<file path="src/logic/scmp_defs.svh">
// Constants shared by the serial command mode parser files.
`ifndef SCMP_DEFS_SVH
`define SCMP_DEFS_SVH

// ----------------------------------------------------------------------------
// Timing
// ----------------------------------------------------------------------------
`define SCMP_CLK_HZ 40000000
`define SCMP_MS_PER_S 1000
`define SCMP_CYC_PER_MS (`SCMP_CLK_HZ / `SCMP_MS_PER_S)
`define SCMP_UNIT_MS 16'h0064
`define SCMP_MS_SAT 16'hFFFF

// ----------------------------------------------------------------------------
// Register byte offsets
// ----------------------------------------------------------------------------
`define SCMP_OFF_CTRL 8'h00
`define SCMP_OFF_STATUS 8'h04
`define SCMP_OFF_FW_REV 8'h08
`define SCMP_OFF_HW_REV 8'h0C
`define SCMP_OFF_SUPPLY 8'h10
`define SCMP_OFF_TIMEOUT 8'h14
`define SCMP_OFF_GUARD 8'h18
`define SCMP_OFF_ESC 8'h1C
`define SCMP_OFF_NETNUM 8'h20
`define SCMP_OFF_DISCWIN 8'h24
`define SCMP_OFF_DEST_HI 8'h28
`define SCMP_OFF_DEST_LO 8'h2C

// ----------------------------------------------------------------------------
// Control bits, ranges and reset values
// ----------------------------------------------------------------------------
`define SCMP_CTRL_EXIT 0
`define SCMP_CTRL_NAME 1
`define SCMP_CTRL_RESOLVE 2
`define SCMP_TIMEOUT_DEF 16'h0064
`define SCMP_TIMEOUT_MIN 16'h0002
`define SCMP_TIMEOUT_MAX 16'h028F
`define SCMP_GUARD_DEF 16'h03E8
`define SCMP_GUARD_MIN 16'h0001
`define SCMP_GUARD_MAX 16'h0CE4
`define SCMP_ESC_DEF 8'h2B
`define SCMP_ESC_COUNT 2'd3
`define SCMP_NET_DEF 16'h7FFF
`define SCMP_NET_MAX 16'h7FFF
`define SCMP_WIN_DEF 16'h003C
`define SCMP_WIN_MAX 16'h00FC
`define SCMP_FW_REV_DEF 16'h0101
`define SCMP_HW_REV_DEF 16'h0202

// ----------------------------------------------------------------------------
// Node name string
// ----------------------------------------------------------------------------
`define SCMP_NAME_MAX 5'd20
`define SCMP_NAME_BITS 160
`define SCMP_CHAR_CR 8'h0D
`define SCMP_CHAR_SPACE 8'h20
`define SCMP_CHAR_LAST 8'h7E
`define SCMP_NAME_DEF 160'h20
`define SCMP_NAME_LEN_DEF 5'd1

`endif

</file>
<file path="src/logic/scmp_pkg.sv">
// Types shared by the serial command mode parser files.
`include "scmp_defs.svh"
package scmp_pkg;
  typedef enum logic [2:0] {ST_IDLE, ST_CMD, ST_NAME, ST_KEY, ST_DISC, ST_ACK_EXIT} scmp_state_t;
  typedef enum logic [1:0] {RESP_NONE, RESP_OK, RESP_ERR} scmp_resp_t;
  typedef logic [`SCMP_NAME_BITS-1:0] scmp_name_t;
endpackage

</file>
<file path="src/logic/scmp_ms_timer.sv">
// Millisecond counter that restarts on request and saturates.
`include "scmp_defs.svh"
module scmp_ms_timer #(
  parameter int unsigned CYC_PER_MS = `SCMP_CYC_PER_MS
) (
  input wire logic ref_clk,
  input wire logic rst_n,
  input wire logic clear,
  output logic [15:0] ms_count
);
  logic [15:0] pre_q;
  logic [15:0] ms_q;
  wire pre_wrap = (pre_q == 16'(CYC_PER_MS - 1));

  // Clearing also restarts the prescaler so a count of N means at least N ms.
  always_ff @(posedge ref_clk) begin
    if (!rst_n || clear) begin
      pre_q <= 16'h0000;
      ms_q <= 16'h0000;
    end else begin
      pre_q <= pre_wrap ? 16'h0000 : pre_q + 16'h0001;
      if (pre_wrap && ms_q != `SCMP_MS_SAT) begin
        ms_q <= ms_q + 16'h0001;
      end
    end
  end

  assign ms_count = ms_q;
endmodule

</file>
<file path="src/logic/scmp_name_store.sv">
// Collects a printable name string from serial bytes and commits it whole.
`include "scmp_defs.svh"
module scmp_name_store
  import scmp_pkg::*;
#(
  parameter scmp_name_t DEF_NAME = '0,
  parameter logic [4:0] DEF_LEN = 5'd0
) (
  input wire logic ref_clk,
  input wire logic rst_n,
  input wire logic start,
  input wire logic in_valid,
  input wire logic [7:0] in_byte,
  output logic busy,
  output logic done,
  output logic bad,
  output scmp_name_t name,
  output logic [4:0] len
);
  logic busy_q;
  logic done_q;
  logic bad_q;
  scmp_name_t sh_q;
  logic [4:0] sl_q;
  scmp_name_t name_q;
  logic [4:0] len_q;

  wire is_cr = (in_byte == `SCMP_CHAR_CR);
  wire printable = (in_byte >= `SCMP_CHAR_SPACE) && (in_byte <= `SCMP_CHAR_LAST);
  wire lead_space = (sl_q == 5'd0) && (in_byte == `SCMP_CHAR_SPACE);
  wire [4:0] sl_inc = sl_q + 5'd1;
  wire scmp_name_t sh_ins = sh_q | (scmp_name_t'(in_byte) << {sl_q, 3'b000});

  // A bad string leaves the stored name untouched.
  always_ff @(posedge ref_clk) begin
    if (!rst_n) begin
      busy_q <= 1'b0;
      done_q <= 1'b0;
      bad_q <= 1'b0;
      sh_q <= '0;
      sl_q <= 5'd0;
      name_q <= DEF_NAME;
      len_q <= DEF_LEN;
    end else begin
      done_q <= 1'b0;
      bad_q <= 1'b0;
      if (start) begin
        busy_q <= 1'b1;
        sh_q <= '0;
        sl_q <= 5'd0;
      end else if (busy_q && in_valid) begin
        if (is_cr) begin
          busy_q <= 1'b0;
          done_q <= 1'b1;
          name_q <= sh_q;
          len_q <= sl_q;
        end else if (!printable || lead_space) begin
          busy_q <= 1'b0;
          bad_q <= 1'b1;
        end else if (sl_inc == `SCMP_NAME_MAX) begin
          busy_q <= 1'b0;
          done_q <= 1'b1;
          name_q <= sh_ins;
          len_q <= sl_inc;
        end else begin
          sh_q <= sh_ins;
          sl_q <= sl_inc;
        end
      end
    end
  end

  assign busy = busy_q;
  assign done = done_q;
  assign bad = bad_q;
  assign name = name_q;
  assign len = len_q;
endmodule

</file>
<file path="src/logic/scmp_top.sv">
// Serial command mode parser: entry sequence, command mode and settings.
// Notes on behaviour
// - Firmware revision reads as fixed 16-bit value.
// - Hardware revision reads as fixed 16-bit value.
// - Supply reading is raw; host scales to mV.
// - Inactivity in ST_CMD returns to idle; name and key entry have no timeout.
// - Exit command leaves command mode immediately.
// - Guard silence required before and after escapes.
// - Escape character configurable, default plus sign.
// - Framed escape sequence enters command mode.
// - Network number held; only matching nodes accepted.
// - Discovery window in 100 ms units, bounded.
// - Node name up to 20 printable bytes.
// - Name starting with space is rejected.
// - Name entry ends on CR or full.
// - Lookup hit loads 64-bit destination address.
// - Lookup hit sends OK CR, leaves command mode.
// - Lookup timeout or blank name gives ERROR.
`include "scmp_defs.svh"
module scmp_top
  import scmp_pkg::*;
#(
  parameter int unsigned MS_CYCLES = `SCMP_CYC_PER_MS,
  parameter logic [15:0] FW_REV = `SCMP_FW_REV_DEF,
  parameter logic [15:0] HW_REV = `SCMP_HW_REV_DEF
) (
  input wire logic ref_clk,
  input wire logic rst_n,
  input wire logic wb_cyc_i,
  input wire logic wb_stb_i,
  input wire logic wb_we_i,
  input wire logic [7:0] wb_adr_i,
  input wire logic [3:0] wb_sel_i,
  input wire logic [31:0] wb_dat_i,
  output logic [31:0] wb_dat_o,
  output logic wb_ack_o,
  input wire logic rx_valid,
  input wire logic [7:0] rx_data,
  output logic data_valid,
  output logic [7:0] data_byte,
  input wire logic tx_ready,
  output logic tx_valid,
  output logic [7:0] tx_data,
  input wire logic [15:0] supply_raw,
  output logic disc_start,
  input wire logic disc_rsp_valid,
  input wire logic [15:0] disc_rsp_net,
  input wire scmp_pkg::scmp_name_t disc_rsp_name,
  input wire logic [4:0] disc_rsp_len,
  input wire logic [63:0] disc_rsp_addr,
  output logic cmd_mode,
  output logic [14:0] network_number,
  output scmp_pkg::scmp_name_t node_name_string,
  output logic [4:0] node_name_len
);
  import scmp_pkg::*;

  // --------------------------------------------------------------------------
  // Helpers
  // --------------------------------------------------------------------------
  function automatic logic [15:0] merge16(input logic [15:0] old, input logic [31:0] nw, input logic [3:0] sel);
    merge16 = {sel[1] ? nw[15:8] : old[15:8], sel[0] ? nw[7:0] : old[7:0]};
  endfunction

  function automatic logic in_range(input logic [15:0] v, input logic [15:0] lo, input logic [15:0] hi);
    in_range = (v >= lo) && (v <= hi);
  endfunction

  function automatic logic [7:0] resp_char(input scmp_resp_t r, input logic [2:0] i);
    logic [47:0] s;
    s = (r == RESP_OK) ? {24'h000000, 8'h4F, 8'h4B, `SCMP_CHAR_CR} : {8'h45, 8'h52, 8'h52, 8'h4F, 8'h52, `SCMP_CHAR_CR};
    resp_char = (r == RESP_OK) ? s[8*(2-i) +: 8] : s[8*(5-i) +: 8];
  endfunction

  // --------------------------------------------------------------------------
  // State
  // --------------------------------------------------------------------------
  scmp_state_t state_q;
  logic [1:0] esc_cnt_q;
  logic restart_q;
  logic last_err_q;
  logic [15:0] timeout_q;
  logic [15:0] guard_q;
  logic [7:0] esc_q;
  logic [14:0] net_q;
  logic [15:0] win_q;
  logic [31:0] dest_hi_q;
  logic [31:0] dest_lo_q;
  logic ack_q;
  logic [31:0] rdat_q;
  logic data_valid_q;
  logic [7:0] data_byte_q;
  scmp_resp_t resp_q;
  logic [2:0] ridx_q;
  logic tx_valid_q;
  logic [7:0] tx_data_q;
  logic disc_start_q;
  logic send_ok;
  logic send_err;

  logic [15:0] sil_ms;
  logic [15:0] act_ms;
  logic name_busy, name_done, name_bad;
  logic key_busy, key_done, key_bad;
  scmp_name_t key_name;
  logic [4:0] key_len;

  // --------------------------------------------------------------------------
  // Bus decode
  // --------------------------------------------------------------------------
  wire bus_req = wb_cyc_i && wb_stb_i && !ack_q;
  wire wr = bus_req && wb_we_i;
  wire in_cmd = (state_q == ST_CMD);
  wire ctrl_wr = wr && (wb_adr_i == `SCMP_OFF_CTRL) && in_cmd;
  wire [15:0] wdat16 = merge16(16'h0000, wb_dat_i, wb_sel_i);
  wire valid_cmd = wr && in_cmd;
  wire do_exit = ctrl_wr && wb_sel_i[0] && wb_dat_i[`SCMP_CTRL_EXIT];
  wire do_name = ctrl_wr && wb_sel_i[0] && wb_dat_i[`SCMP_CTRL_NAME] && !do_exit;
  wire do_resolve = ctrl_wr && wb_sel_i[0] && wb_dat_i[`SCMP_CTRL_RESOLVE] && !do_exit && !do_name;
  wire sender_busy = (resp_q != RESP_NONE);
  wire [31:0] status_w = {16'h0000, 3'b000, node_name_len, last_err_q, sender_busy, esc_cnt_q, 1'b0, state_q};
  wire [31:0] rd_data =
    (wb_adr_i == `SCMP_OFF_STATUS) ? status_w :
    (wb_adr_i == `SCMP_OFF_FW_REV) ? {16'h0000, FW_REV} :
    (wb_adr_i == `SCMP_OFF_HW_REV) ? {16'h0000, HW_REV} :
    (wb_adr_i == `SCMP_OFF_SUPPLY) ? {16'h0000, supply_raw} :
    (wb_adr_i == `SCMP_OFF_TIMEOUT) ? {16'h0000, timeout_q} :
    (wb_adr_i == `SCMP_OFF_GUARD) ? {16'h0000, guard_q} :
    (wb_adr_i == `SCMP_OFF_ESC) ? {24'h000000, esc_q} :
    (wb_adr_i == `SCMP_OFF_NETNUM) ? {17'h00000, net_q} :
    (wb_adr_i == `SCMP_OFF_DISCWIN) ? {16'h0000, win_q} :
    (wb_adr_i == `SCMP_OFF_DEST_HI) ? dest_hi_q :
    (wb_adr_i == `SCMP_OFF_DEST_LO) ? dest_lo_q : 32'h00000000;

  // --------------------------------------------------------------------------
  // Timing terms
  // --------------------------------------------------------------------------
  wire guard_met = (sil_ms >= guard_q);
  wire esc_hit = rx_valid && (rx_data == esc_q);
  wire [15:0] timeout_ms = 16'(timeout_q * `SCMP_UNIT_MS);
  wire [15:0] win_ms = 16'(win_q * `SCMP_UNIT_MS);
  wire idle_expired = (act_ms >= timeout_ms) && !restart_q;
  wire disc_expired = (act_ms >= win_ms) && !restart_q;
  wire disc_match = disc_rsp_valid && (disc_rsp_net == {1'b0, net_q}) &&
    (disc_rsp_len == key_len) && (disc_rsp_name == key_name);
  wire resp_last = (resp_q == RESP_OK) ? (ridx_q == 3'd2) : (ridx_q == 3'd5);

  scmp_ms_timer #(.CYC_PER_MS(MS_CYCLES)) u_silence (
    .ref_clk(ref_clk),
    .rst_n(rst_n),
    .clear(rx_valid),
    .ms_count(sil_ms)
  );

  scmp_ms_timer #(.CYC_PER_MS(MS_CYCLES)) u_activity (
    .ref_clk(ref_clk),
    .rst_n(rst_n),
    .clear(restart_q),
    .ms_count(act_ms)
  );

  scmp_name_store #(.DEF_NAME(`SCMP_NAME_DEF), .DEF_LEN(`SCMP_NAME_LEN_DEF)) u_node_name (
    .ref_clk(ref_clk),
    .rst_n(rst_n),
    .start(do_name),
    .in_valid(rx_valid && state_q == ST_NAME),
    .in_byte(rx_data),
    .busy(name_busy),
    .done(name_done),
    .bad(name_bad),
    .name(node_name_string),
    .len(node_name_len)
  );

  scmp_name_store #(.DEF_NAME('0), .DEF_LEN(5'd0)) u_lookup_key (
    .ref_clk(ref_clk),
    .rst_n(rst_n),
    .start(do_resolve),
    .in_valid(rx_valid && state_q == ST_KEY),
    .in_byte(rx_data),
    .busy(key_busy),
    .done(key_done),
    .bad(key_bad),
    .name(key_name),
    .len(key_len)
  );

  // --------------------------------------------------------------------------
  // Mode sequencer
  // --------------------------------------------------------------------------
  always_ff @(posedge ref_clk) begin
    if (!rst_n) begin
      state_q <= ST_IDLE;
      esc_cnt_q <= 2'd0;
      restart_q <= 1'b1;
      disc_start_q <= 1'b0;
      send_ok <= 1'b0;
      send_err <= 1'b0;
      dest_hi_q <= 32'h00000000;
      dest_lo_q <= 32'h00000000;
    end else begin
      restart_q <= valid_cmd;
      disc_start_q <= 1'b0;
      send_ok <= 1'b0;
      send_err <= 1'b0;
      case (state_q)
        ST_IDLE: begin
          if (rx_valid) begin
            // Anything but an escape, a first escape without silence, or a fourth escape cancels.
            if (esc_hit && ((esc_cnt_q == 2'd0 && guard_met) || (esc_cnt_q != 2'd0 && esc_cnt_q != `SCMP_ESC_COUNT))) begin
              esc_cnt_q <= esc_cnt_q + 2'd1;
            end else begin
              esc_cnt_q <= 2'd0;
            end
          end else if (esc_cnt_q == `SCMP_ESC_COUNT && guard_met) begin
            esc_cnt_q <= 2'd0;
            state_q <= ST_CMD;
            restart_q <= 1'b1;
          end
        end
        ST_CMD: begin
          if (do_exit) begin
            state_q <= ST_IDLE;
          end else if (do_name) begin
            state_q <= ST_NAME;
          end else if (do_resolve) begin
            state_q <= ST_KEY;
          end else if (idle_expired) begin
            state_q <= ST_IDLE;
          end
        end
        ST_NAME: begin
          if (name_done || name_bad) begin
            state_q <= ST_CMD;
            restart_q <= 1'b1;
            send_ok <= name_done;
            send_err <= name_bad;
          end
        end
        ST_KEY: begin
          if (key_bad || (key_done && key_len == 5'd0)) begin
            state_q <= ST_CMD;
            restart_q <= 1'b1;
            send_err <= 1'b1;
          end else if (key_done) begin
            state_q <= ST_DISC;
            restart_q <= 1'b1;
            disc_start_q <= 1'b1;
          end
        end
        ST_DISC: begin
          if (disc_match) begin
            dest_hi_q <= disc_rsp_addr[63:32];
            dest_lo_q <= disc_rsp_addr[31:0];
            send_ok <= 1'b1;
            state_q <= ST_ACK_EXIT;
          end else if (disc_expired) begin
            send_err <= 1'b1;
            state_q <= ST_CMD;
            restart_q <= 1'b1;
          end
        end
        ST_ACK_EXIT: begin
          if (!send_ok && !sender_busy) begin
            state_q <= ST_IDLE;
          end
        end
        default: begin
          state_q <= ST_IDLE;
        end
      endcase
    end
  end

  // --------------------------------------------------------------------------
  // Settings registers and bus answer
  // --------------------------------------------------------------------------
  always_ff @(posedge ref_clk) begin
    if (!rst_n) begin
      timeout_q <= `SCMP_TIMEOUT_DEF;
      guard_q <= `SCMP_GUARD_DEF;
      esc_q <= `SCMP_ESC_DEF;
      net_q <= 15'(`SCMP_NET_DEF);
      win_q <= `SCMP_WIN_DEF;
      ack_q <= 1'b0;
      rdat_q <= 32'h00000000;
    end else begin
      ack_q <= bus_req;
      if (bus_req) begin
        rdat_q <= rd_data;
      end
      // Out-of-range values are dropped so the settings stay legal.
      if (valid_cmd && wb_adr_i == `SCMP_OFF_TIMEOUT && in_range(wdat16, `SCMP_TIMEOUT_MIN, `SCMP_TIMEOUT_MAX)) begin
        timeout_q <= wdat16;
      end
      if (valid_cmd && wb_adr_i == `SCMP_OFF_GUARD && in_range(wdat16, `SCMP_GUARD_MIN, `SCMP_GUARD_MAX)) begin
        guard_q <= wdat16;
      end
      if (valid_cmd && wb_adr_i == `SCMP_OFF_ESC && wb_sel_i[0]) begin
        esc_q <= wb_dat_i[7:0];
      end
      if (valid_cmd && wb_adr_i == `SCMP_OFF_NETNUM && wdat16 <= `SCMP_NET_MAX) begin
        net_q <= wdat16[14:0];
      end
      if (valid_cmd && wb_adr_i == `SCMP_OFF_DISCWIN && wdat16 <= `SCMP_WIN_MAX) begin
        win_q <= wdat16;
      end
    end
  end

  // --------------------------------------------------------------------------
  // Serial answer and idle-mode data path
  // --------------------------------------------------------------------------
  always_ff @(posedge ref_clk) begin
    if (!rst_n) begin
      resp_q <= RESP_NONE;
      ridx_q <= 3'd0;
      tx_valid_q <= 1'b0;
      tx_data_q <= 8'h00;
      last_err_q <= 1'b0;
      data_valid_q <= 1'b0;
      data_byte_q <= 8'h00;
    end else begin
      data_valid_q <= rx_valid && state_q == ST_IDLE;
      data_byte_q <= rx_data;
      if (send_ok || send_err) begin
        resp_q <= send_ok ? RESP_OK : RESP_ERR;
        ridx_q <= 3'd0;
        tx_valid_q <= 1'b1;
        tx_data_q <= resp_char(send_ok ? RESP_OK : RESP_ERR, 3'd0);
        last_err_q <= send_err;
      end else if (tx_valid_q && tx_ready) begin
        if (resp_last) begin
          resp_q <= RESP_NONE;
          tx_valid_q <= 1'b0;
        end else begin
          ridx_q <= ridx_q + 3'd1;
          tx_data_q <= resp_char(resp_q, ridx_q + 3'd1);
        end
      end
    end
  end

  assign wb_ack_o = ack_q;
  assign wb_dat_o = rdat_q;
  assign data_valid = data_valid_q;
  assign data_byte = data_byte_q;
  assign tx_valid = tx_valid_q;
  assign tx_data = tx_data_q;
  assign disc_start = disc_start_q;
  assign cmd_mode = (state_q != ST_IDLE);
  assign network_number = net_q;
endmodule

</file>
<file path="config.mk">
export PLATFORM = sky130hd
export DESIGN_NAME = scmp_top
export DESIGN_NICKNAME = d
export VERILOG_FILES = /design/src/logic/scmp_pkg.sv /design/src/logic/scmp_ms_timer.sv /design/src/logic/scmp_name_store.sv /design/src/logic/scmp_top.sv
export VERILOG_INCLUDE_DIRS = /design/src /design/src/logic
export SDC_FILE = /design/constraint.sdc
export NUM_CORES = 2
export LEC_CHECK = 0
export BUFFER_PORTS_ARGS = -buffer_cell sky130_fd_sc_hd__buf_2
export CAP_MARGIN = 20
export CORE_MARGIN = 2
export CORE_UTILIZATION = 55
export DETAILED_ROUTE_END_ITERATION = 16
export GPL_TIMING_DRIVEN = 1
export PLACE_DENSITY = 0.87
export SETUP_SLACK_MARGIN = 0.3
export SLEW_MARGIN = 20
export SYNTH_ARGS = -nofsm -noshare
export SYNTH_HDL_FRONTEND = slang
export SYNTH_SLANG_ARGS = --single-unit
</file>
<file path="constraint.sdc">
create_clock -name ref_clk -period 5.4 [get_ports ref_clk]
set_input_delay 0.27 -clock ref_clk [delete_from_list [all_inputs] [get_ports ref_clk]]
set_output_delay 0.27 -clock ref_clk [all_outputs]
set_load 0.01 [all_outputs]
</file>
==> out/metrics.yaml <==
clocking:
  htree_num_levels: 3
  clockRootBuffer: "clkbuf_16"
  cts_buffers: 95
  clock-sinks: 929
  clock_latency_ns: 0.69
  clkTransAtPathRegs_ns: 0.06
  clk_path_buf_depth: 3
  cts_tree: "done"
yosys:
  synth_area_sq_um: 41300
  synth_ff_type: "dfxtp_1"
  syn_avg_cell_area_sq_um: 8.70
  seq_area_frac_synth_pct: 45.0
  yosys.area.top_type: "dfxtp_1"
  ys_ff_latch: 929
  synth.distinct_cells: 74
  synth-warning-count: 0
  ys_top_cells_by_area: "dfxtp_1 (45%), nor2_1 (8.0%), a21oi_1 (6.8%)"
  synth_async_sr_flop_share_pct: 0
  synth_top_cell_area_share_pct: 45.0
  syn_inst: 4753
  synth_edf_count: 0
timing:
  timing.fmax_mhz: 217
  finalCriticalPeriod_ns: 4.61
  skew_ns: 0.0467
  rsz0062_at_grt: "false"
  min_period_over_period_pct: 85.4
  finalSetupTns_ns: 0
  setup_viol: 0
  hold_ws_ns: 0.0425
  slew_headroom_pct: 15.8
  worst_slew_pin_slew_ns: 1.26
  finalHoldViolations: 0
  slew_violations: 0
power:
  ir_drop_uv: 277
  p_leak_uw: 0.0192
  p_per_area_nw_per_um2: 303
  power.total_uw: 14700
critical_path:
  cp-end-kind: "flip-flop"
  crit_arrival_ns: 5.16
  worst_path_most_repeated_cell: "ha_1"
  r2r_start: "win_q[3]"
  startpoint_type: "flip-flop"
  cp_max_fo: 5
  r2r_setup_slack_ns: 0.79
  r2r_cells: 19
  path_cells: "ha_1, ha_1, fa_1, ha_1, nor2b_1, o21ai_0, a21oi_1, o21ai_0, nand2b_1, xnor2_1, ha_1, nand2_1, nor3_1, a221oi_1, o21a_1, o31a_1, nor2_1, o211a_1, o221a_2"
  critPathRequiredTime_ns: 5.95
  reg2reg_to: "state_q[0]"
  critical_path_class: "flip-flop to flip-flop"
  cpMaxStageDelayCell: "fa_1"
  slowest_delay_ns: 0.47
routing:
  routedWlPerCell_microns: 23.4
  vias: 39100
  avgViaCountPerCell: 6.30
  ant_nets: 0
  drcViolationCount: 0
  dr.pass1.iters: 8
  drt_iter0_drc: 4923
  routed_wl_microns: 146000
die:
  die_x_microns: 278
  fp.dieH_microns: 278
  dieArea_sq_um: 77400
  core_sq_um: 74400
  rows: 100
  io_pins: 554
  initial_utilization_pct: 55.5
global_routing:
  grt_max_degree: 151
  grt_util_all_layers_pct: 36.2
  antenna_found_initial: 12
  grt_pass1_wl_microns: 217000
  grt_remaining_overflow: 0
  grt_pass1_vias: 37400
placement:
  io_buffers: 533
  place.gp.congestion: 1.02
  dp_hpwl_microns: 97100
  placedCellCount: 5933
flow_run:
  maxCapViolCount: 0
hold_path:
  hold_path.class: "input pin to flip-flop"
  hold_path_end: "network_number[11]"
  hold_path_depth: 4
  worstHoldStart: "wb_dat_i[15]"
layout:
  layout_common_cells: "dfxtp_1 (929), nor2_1 (869), a21oi_1 (562)"
  nNetsFinal: 5607
  drive_gt1_share_pct: 18.3
  finalNonFillerCells: 6208
  synthToLayoutAreaGrowth_pct: 17.5
  final_common_cell: "dfxtp_1"
run_status:
  outcome: "finished, final reports clean"
==> through the flow <==
stage / cell area, sq um / setup WS, ns / utilization [%]
final: 48600 / 0.789 / 65.3
after floorplan: 41300 / 1.28 / -
after global routing: 48600 / 0.553 / 65.3
after CTS: 48600 / 0.822 / 65.2
after detailed placement: 44300 / 0.927 / 59.5
after global placement: 44300 / 0.971 / 59.5
==> final cells by class <==
cell class / instances / area (sq um)
Sequential cell: 929 / 18600
Clock inverter: 44 / 651
Fill cell: 5682 / 25900
Multi-Input combinational cell: 3279 / 20600
Antenna cell: 9 / 22.5
Tap cell: 969 / 1210
Inverter: 165 / 627
Timing Repair Buffer: 680 / 4110
Clock buffer: 133 / 2750
==> synthesized netlist by cell type (16+ instances only) <==
cell	number
a2111oi_0	20
a211oi_1	155
a211oi_2	160
a21oi_1	563
a221oi_1	28
a22o_1	19
a22oi_1	24
a311oi_1	18
a31oi_1	111
and2_0	17
and2_1	90
and3_1	44
buf_1	31
buf_2	40
buf_6	19
clkbuf_1	288
dfxtp_1	929
fa_1	16
ha_1	120
inv_1	162
mux2i_1	84
nand2_1	154
nand2b_1	57
nand3_1	52
nand4_1	45
nor2_1	880
nor2b_1	74
nor3_1	67
nor4_1	34
o2111ai_1	16
o211ai_1	30
o21ai_0	61
o22ai_1	33
or3_1	17
xnor2_1	84
xor2_1	96
==> logic make-up (layout without fill, tap and decap cells) <==
kind of cell               Yosys count  count (layout)  share of synthesized area, %
AOI/OAI and AO/OA                 1306            1306                          22.0
xor gates and xnor gates           180             180                          3.81
adders and majority gates          136             136                          4.41
buffers and inverters              546            1022                          5.45
DFF                                929             929                          45.0
muxes                               88              88                          2.14
other                                1              11                       0.00907
and+or+nand+nor                   1567            1567                          17.2
==> timing repair <==
item                                   in CTS  in global routing
resized for setup                           0                  0
hold buffers                               89                  0
setup buffers                               0                  0
endpoints found under the hold margin      90                  0
==> how the worst max path moves through the flow <==
stage,from,endpoint,slack [ns],depth (start not counted)
2_1_floorplan,timeout_q[3],state_q[0],1.28,20
3_3_place_gp,timeout_q[3],state_q[0],0.97,20
3_5_place_dp,win_q[3],state_q[0],0.93,19
4_1_cts,win_q[3],state_q[0],0.82,19
5_1_grt,timeout_q[2],state_q[0],0.55,20
6_report,win_q[3],state_q[0],0.79,19
==> power breakdown <==
group	internal (uW)	switching [uW]
clock	4220	2930
combinational	217	459
sequential	6860	11.7
==> per-layer routing <==
metal / GRT usage (%) / routed length, microns
met1: 44.2 / 53400
met2: 55.9 / 63800
met3: 8.45 / 16400
met4: 26.3 / 11900
met5: 0.313 / 53
==> worst max-delay path, delay by kind of cell (launching register included) <==
kind,cells,cell delay [ns]
AOI/OAI and AO/OA,8,1.69
adders and majority gates,5,1.67
and+or+nand+nor,5,0.47
DFF,1,0.43
xor gates and xnor gates,1,0.20
==> sequential cells by signal (all words and copies together) (netlist names), 6 cells and up <==
name	cells
u_lookup_key.name	160
timeout_q	16
data_byte	8
network_number	15
dest_lo_q	32
u_silence.ms_count	16
dest_hi_q	32
guard_q	16
u_node_name.name	160
u_activity.ms_count	16
tx_data	6
u_node_name.sh_q	160
u_activity.pre_q	16
wb_dat_o	32
win_q	16
esc_q	8
u_silence.pre_q	16
u_lookup_key.sh_q	160
Note: power is estimated with default switching activity, not from simulation.
